`src/core/txcfg_pkg.sv`:
```
// package: hardware configuration register map, fields, tables and carrier types
package txcfg_pkg;

   localparam logic [7:0]  HWCFG_OFFSET     = 8'h74;
   localparam int          STRAP_BIT        = 24;
   localparam int          MODE_BIT         = 21;
   localparam int          SF_BIT           = 20;
   localparam int          SIZE_LSB         = 16;
   localparam int          LEVEL_LSB        = 12;
   localparam logic        MODE_RESET       = 1'h0;
   localparam logic        SF_RESET         = 1'h0;
   localparam logic [3:0]  SIZE_RESET       = 4'h5;
   localparam logic [1:0]  LEVEL_RESET      = 2'h0;
   localparam logic [3:0]  SIZE_MAX_KB      = 4'hE;
   localparam logic [14:0] KB_BYTES         = 15'h0400;
   localparam logic [14:0] STATUS_FIFO_BYTES = 15'h0200;
   localparam logic [14:0] MEM_TOTAL_BYTES  = 15'h4000;

   // threshold in dwords, indexed by level code; slow table when mode is set
   localparam logic [7:0] THR_SLOW [4] = '{8'h12, 8'h18, 8'h20, 8'h28};
   localparam logic [7:0] THR_FAST [4] = '{8'h20, 8'h30, 8'h40, 8'h50};

   typedef struct packed {
      logic        wr;
      logic        rd;
      logic [7:0]  addr;
      logic [31:0] wdata;
   } txcfg_req_t;

   typedef struct packed {
      logic [14:0] tx_total_bytes;
      logic [14:0] tx_status_bytes;
      logic [14:0] tx_data_bytes;
      logic [14:0] rx_total_bytes;
   } txcfg_alloc_t;

endpackage

```
`src/core/txcfg_top.sv`:
```
// module: hardware configuration register with transmit start and underrun logic
//
// Behaviour
// - bit 24 reads crossover strap pin, read-only
// - mode bit picks threshold table, ignored when store_forward
// - store_forward waits for whole frame before start
// - cut-through starts early using mode and level
// - cut-through starvation reports transmit underrun
// - tx fifo size in kilobytes, at most fourteen
// - 512 bytes status fifo, rest data fifo
// - receive fifos get 16KB minus transmit size
// - level used only cut-through; start at threshold
`timescale 1ns/10ps
`default_nettype none

module txcfg_top (
   input  wire logic                   clk,
   input  wire logic                   rst,
   input  wire txcfg_pkg::txcfg_req_t  req,
   output logic [31:0]                 rdata_q,
   input  wire logic                   crossover_auto_strap,
   input  wire logic [11:0]            buffered_dwords,
   input  wire logic                   frame_complete,
   input  wire logic                   mac_dword_req,
   input  wire logic                   mac_frame_done,
   output logic                        tx_start_q,
   output logic                        tx_busy_q,
   output logic                        underrun_q,
   output logic [7:0]                  threshold_q,
   output txcfg_pkg::txcfg_alloc_t     alloc_q
);

   typedef enum logic [0:0] {TXCFG_IDLE, TXCFG_SEND} txcfg_state_t;

   logic                    mode_q, mode_d;
   logic                    sf_q, sf_d;
   logic [3:0]              size_q, size_d;
   logic [1:0]              level_q, level_d;
   logic [31:0]             rdata_d;
   logic                    hit_wr, hit_rd;
   txcfg_state_t            state_q, state_d;
   logic                    tx_start_d, underrun_d, tx_busy_d;
   logic [7:0]              threshold_d;
   txcfg_pkg::txcfg_alloc_t alloc_d;
   logic [3:0]              size_eff;

   ////////////////////////////////////////////////////////////////////////////
   // register access

   assign hit_wr = req.wr && (req.addr == txcfg_pkg::HWCFG_OFFSET);
   assign hit_rd = req.rd && (req.addr == txcfg_pkg::HWCFG_OFFSET);

   always_comb begin
      mode_d  = mode_q;
      sf_d    = sf_q;
      size_d  = size_q;
      level_d = level_q;
      rdata_d = rdata_q;
      if (hit_wr) begin
         // only writable fields are taken, reserved and strap bits dropped
         mode_d  = req.wdata[txcfg_pkg::MODE_BIT];
         sf_d    = req.wdata[txcfg_pkg::SF_BIT];
         size_d  = req.wdata[txcfg_pkg::SIZE_LSB +: 4];
         level_d = req.wdata[txcfg_pkg::LEVEL_LSB +: 2];
      end
      if (hit_rd) begin
         rdata_d = 32'h0000_0000;
         rdata_d[txcfg_pkg::STRAP_BIT] = crossover_auto_strap;
         rdata_d[txcfg_pkg::MODE_BIT] = mode_q;
         rdata_d[txcfg_pkg::SF_BIT] = sf_q;
         rdata_d[txcfg_pkg::SIZE_LSB +: 4] = size_q;
         rdata_d[txcfg_pkg::LEVEL_LSB +: 2] = level_q;
      end else if (req.rd) begin
         rdata_d = 32'h0000_0000;
      end
   end

   always_ff @(posedge clk) begin
      if (rst) begin
         mode_q  <= txcfg_pkg::MODE_RESET;
         sf_q    <= txcfg_pkg::SF_RESET;
         size_q  <= txcfg_pkg::SIZE_RESET;
         level_q <= txcfg_pkg::LEVEL_RESET;
         rdata_q <= 32'h0000_0000;
      end else begin
         mode_q  <= mode_d;
         sf_q    <= sf_d;
         size_q  <= size_d;
         level_q <= level_d;
         rdata_q <= rdata_d;
      end
   end

   ////////////////////////////////////////////////////////////////////////////
   // memory split and threshold selection

   assign size_eff = (size_q > txcfg_pkg::SIZE_MAX_KB) ? txcfg_pkg::SIZE_MAX_KB : size_q;

   always_comb begin
      alloc_d.tx_total_bytes  = 15'(size_eff * txcfg_pkg::KB_BYTES);
      alloc_d.tx_status_bytes = txcfg_pkg::STATUS_FIFO_BYTES;
      alloc_d.tx_data_bytes   = alloc_d.tx_total_bytes - txcfg_pkg::STATUS_FIFO_BYTES;
      alloc_d.rx_total_bytes  = txcfg_pkg::MEM_TOTAL_BYTES - alloc_d.tx_total_bytes;
      threshold_d = mode_q ? txcfg_pkg::THR_SLOW[level_q]
                           : txcfg_pkg::THR_FAST[level_q];
   end

   always_ff @(posedge clk) begin
      if (rst) begin
         // start from the table entry of the reset fields so no false start follows reset
         alloc_q     <= '0;
         threshold_q <= txcfg_pkg::MODE_RESET ? txcfg_pkg::THR_SLOW[txcfg_pkg::LEVEL_RESET]
                                              : txcfg_pkg::THR_FAST[txcfg_pkg::LEVEL_RESET];
      end else begin
         alloc_q     <= alloc_d;
         threshold_q <= threshold_d;
      end
   end

   ////////////////////////////////////////////////////////////////////////////
   // transmit start and underrun

   always_comb begin
      state_d    = state_q;
      tx_start_d = 1'b0;
      underrun_d = 1'b0;
      case (state_q)
         TXCFG_IDLE: begin
            if (sf_q) begin
               tx_start_d = frame_complete;
            end else begin
               tx_start_d = frame_complete ||
                            (buffered_dwords >= {4'h0, threshold_q});
            end
            if (tx_start_d) begin
               state_d = TXCFG_SEND;
            end
         end
         TXCFG_SEND: begin
            underrun_d = !sf_q && mac_dword_req && !frame_complete &&
                         (buffered_dwords == 12'h000);
            if (mac_frame_done) begin
               state_d = TXCFG_IDLE;
            end
         end
         default: begin
            state_d = TXCFG_IDLE;
         end
      endcase
      tx_busy_d = (state_d == TXCFG_SEND);
   end

   always_ff @(posedge clk) begin
      if (rst) begin
         state_q    <= TXCFG_IDLE;
         tx_start_q <= 1'b0;
         underrun_q <= 1'b0;
         tx_busy_q  <= 1'b0;
      end else begin
         state_q    <= state_d;
         tx_start_q <= tx_start_d;
         underrun_q <= underrun_d;
         tx_busy_q  <= tx_busy_d;
      end
   end
endmodule

`default_nettype wire

```
`config.mk`:
```
export PLATFORM = sky130hd
export DESIGN_NAME = txcfg_top
export DESIGN_NICKNAME = d
export VERILOG_FILES = /design/src/core/txcfg_pkg.sv /design/src/core/txcfg_top.sv
export SDC_FILE = /design/constraint.sdc
export NUM_CORES = 1
export LEC_CHECK = 0
export BUFFER_PORTS_ARGS = -buffer_cell sky130_fd_sc_hd__buf_2
export CAP_MARGIN = 25
export CORE_MARGIN = 4
export CORE_UTILIZATION = 36
export DETAILED_ROUTE_END_ITERATION = 10
export PLACE_DENSITY = 0.88
export SYNTH_ARGS = -nofsm -noshare
export SYNTH_HDL_FRONTEND = slang
export SYNTH_SLANG_ARGS = --single-unit
```
`constraint.sdc`:
```
create_clock -name clk -period 1.15 [get_ports clk]
set_input_delay 0.115 -clock clk [delete_from_list [all_inputs] [get_ports clk]]
set_output_delay 0.115 -clock clk [all_outputs]
set_load 0.05 [all_outputs]
```
==> impl_metrics.tcl <==
set metrics [dict create \
    synth_area_um2 2113 \
    cts_tree "built" \
    yosys.area_share.adder 0.02960 \
    clock-sinks 40 \
    num_rows 27 \
    synth-compound-area-share 0.06513 \
    dp_worst_setup_slack_ns -0.1565 \
    fp.coreArea_um2 5608 \
    cts_root_buffer "clkbuf_8" \
    syn-mean-instance-area_um2 8.733 \
    drt-total-wl_um 4431 \
    route.detailed.drc 0 \
    yosysTopAreaCell "dfxtp_1" \
    path_cells "inv_4 > ha_4 > a21oi_2 > o211ai_1 > a21oi_2 > o22ai_1" \
    fin_ws_ns -0.08827 \
    endpoint_kind "flip-flop" \
    slowest_delay_ns 0.37 \
    numCtsBuffers 5 \
    grt_max_degree 21 \
    hpwl_um 3602 \
    die_w_um 84.62 \
    syn_inst 242 \
    initial_core_util 0.3768 \
    ios 163 \
    grt_pass1_vias 1496 \
    hold_viol 0 \
    ys_async_sr_fraction 0 \
    rsz0062_at_grt "yes" \
    yosys-top-cells-area "dfxtp_1 38%, buf_4 25%, nand3_1 5.0%, a21oi_1 4.5%, nand2b_1 3.6%" \
    holdWs_ns 0.07891 \
    vias_per_cell 4.162 \
    skew_ns 0.004676 \
    dieHeight_um 84.62 \
    synth-xor-area-share 0.01243 \
    ys_types 36 \
    powerDensity_nw_per_um2 1344 \
    dpl_cell_area_um2 2332 \
    antenna_left 0 \
    yosysWarnings 0 \
    cp_max_fo 2 \
    status "finished with violations" \
    fill_cells 557 \
    overflow 0 \
    port_buffers 68 \
    drt_iter0_markers 67 \
    synth_top_family_by_area "buffers and inverters" \
    maxCapViolCount 0 \
    cts_buffer_depth 2 \
    finalSetupViolCount 2 \
    fin_area_um2 2506 \
    yosysSeqAreaShare 0.3789 \
    ir_worst_vdd_mv 0.7683 \
    failed_checks "negative setup slack" \
    drive_gt1_frac 0.3449 \
    synthMuxAreaShare 0 \
    synth_edf_count 0 \
    grt_usage 0.1152 \
    required_ns 1.33 \
    antenna_found_initial 0 \
    num_vias 1615 \
    p_leak_nw 1.216 \
    fp.dieArea_um2 7160 \
    clk_latency_ns 0.29 \
    cp.arrival_ns 1.41 \
    drv_slew 0 \
    critPathSlowestCell "dfxtp_4" \
    crit_top_cell "a21oi_2" \
    synthSimpleGateAreaFrac 0.2120 \
    crit_type "flip-flop to flip-flop" \
    min_period_over_period 1.077 \
    place_congestion 0.8280 \
    worst-r2r-setup-slack_ns -0.09 \
    clk_pin_slew_ns 0.08 \
    htreeDepth 2 \
    antenna_cells 0 \
    fmax_mhz 807.6 \
    hp-class "primary input to flip-flop" \
    grt_pass1_wl_um 6630 \
    netlist.area_leader.share 0.3789 \
    detail_route.wl_per_cell_um 11.42 \
    start_kind "flip-flop" \
    synth_seq_cells 40 \
    drt_first_pass_iters 4 \
    fin_nets 380 \
    area_delta_synth_final_pct 18.59 \
    finalCriticalPeriod_ns 1.238 \
    synthFlopType "dfxtp_1" \
]
synthesized netlist by cell type (2+ instances only):
cell type	instances
a21oi_1	19
and2_1	2
and3_1	2
buf_4	71
buf_6	3
clkbuf_1	6
clkbuf_2	2
dfxtp_1	40
ha_1	5
inv_1	7
nand2_1	11
nand2b_1	12
nand3_1	21
nor2_1	10
nor2b_1	3
nor3_1	2
nor3b_1	3
nor4_1	2
nor4b_1	2
o211ai_1	2
xnor2_1	2
final timing paths:
path                            cells after the start                 startpoint                       end
worst max-delay path                                6  threshold_q[5]$_SDFF_PP1_        state_q$_SDFF_PP0_
worst min-delay path                                3                    req[18]    size_q[2]$_SDFFE_PP1P_
worst max register to register                      6  threshold_q[5]$_SDFF_PP1_        state_q$_SDFF_PP0_
worst min register to register                      2   rdata_q[17]$_SDFFE_PP0P_  rdata_q[17]$_SDFFE_PP0P_
final cells by class:
type	instances	area (um^2)	area share
well taps	72	90.09	0.03595
multi-input cells	180	1001	0.3994
flip-flops and latches	40	818.3	0.3265
clock inverters	3	47.55	0.01897
repair buffers	80	447.9	0.1787
clock buffers	5	68.82	0.02746
inverters	8	32.53	0.01298
registers in the layout, summed over array words and instances (netlist names):
signal / flops
alloc_q: 15
rdata_q: 9
threshold_q: 5
size_q: 4
level_q: 2
mode_q: 1
sf_q: 1
state_q: 1
tx_start_q: 1
underrun_q: 1
critical path: cells and delay by family, from the launching register on:
family          cells  cell delay, ns
compound gates      4            0.51
fa+ha+maj           1            0.21
buf+inv             1            0.03
flops               1            0.37
layout by cell type, fill, tap and decap left out, types with 3 or more instances in the layout:
| cell type | n |
|---|---|
| clkbuf_8 | 5 |
| conb_1 | 70 |
| nand3_1 | 21 |
| nor3b_1 | 3 |
| nand2_1 | 11 |
| dfxtp_4 | 4 |
| nor2b_1 | 3 |
| buf_2 | 67 |
| ha_4 | 3 |
| a21oi_1 | 17 |
| nor2_1 | 10 |
| dfxtp_1 | 34 |
| nand2b_1 | 12 |
| inv_2 | 3 |
| inv_1 | 4 |
| buf_4 | 11 |
cell families (layout without fill, tap and decap cells):
group	after synthesis	in the layout
AOI/OAI and AO/OA	25	25
xor gates and xnor gates	3	3
adders and majority gates	5	5
buffers and inverters	91	96
DFF	40	40
other	1	70
and+or+nand+nor	77	77
routing by layer:
layer | share of wire | GRT usage | vias to the layer above
met2 | 0.49 | 0.1964 | 93
met3 | 0.15 | 0.06575 | 5
met1 | 0.36 | 0.1188 | 722
met5 | 0 | 0 | -
met4 | 0.0065 | 0.03885 | 0
li1 | - | - | 795
metrics by stage:
step / util / total power [mW] / std cells / setup TNS [ns]
CTS: 0.4451 / 3.397 / 388 / -0.1380
detailed placement: 0.4159 / 2.243 / 378 / -2.233
floorplan: - / 2.314 / 311 / -0.7244
finish: 0.4469 / 3.368 / 388 / -0.1759
global route: 0.4469 / 3.510 / 388 / -0.3328
global placement: 0.4159 / 2.233 / 378 / -1.715
power by group:
group / switching (mW) / internal [mW] / total [mW] / leakage (nW)
Sequential: 0.0133 / 1.40 / 1.41 / 0.328
Clock: 0.487 / 0.653 / 1.14 / 0.0583
Combinational: 0.695 / 0.119 / 0.814 / 0.829
repair_timing:
| item | in CTS | in global routing |
|---|---|---|
| pin swaps | 11 | 4 |
| endpoints found under the setup margin | 3 | 3 |
| endpoints found under the hold margin | 1 | 0 |
| gates resized for setup | 5 | 3 |
| hold buffers | 1 | 0 |
| setup buffers | 1 | 0 |
Power figures use the tool's default switching activity.
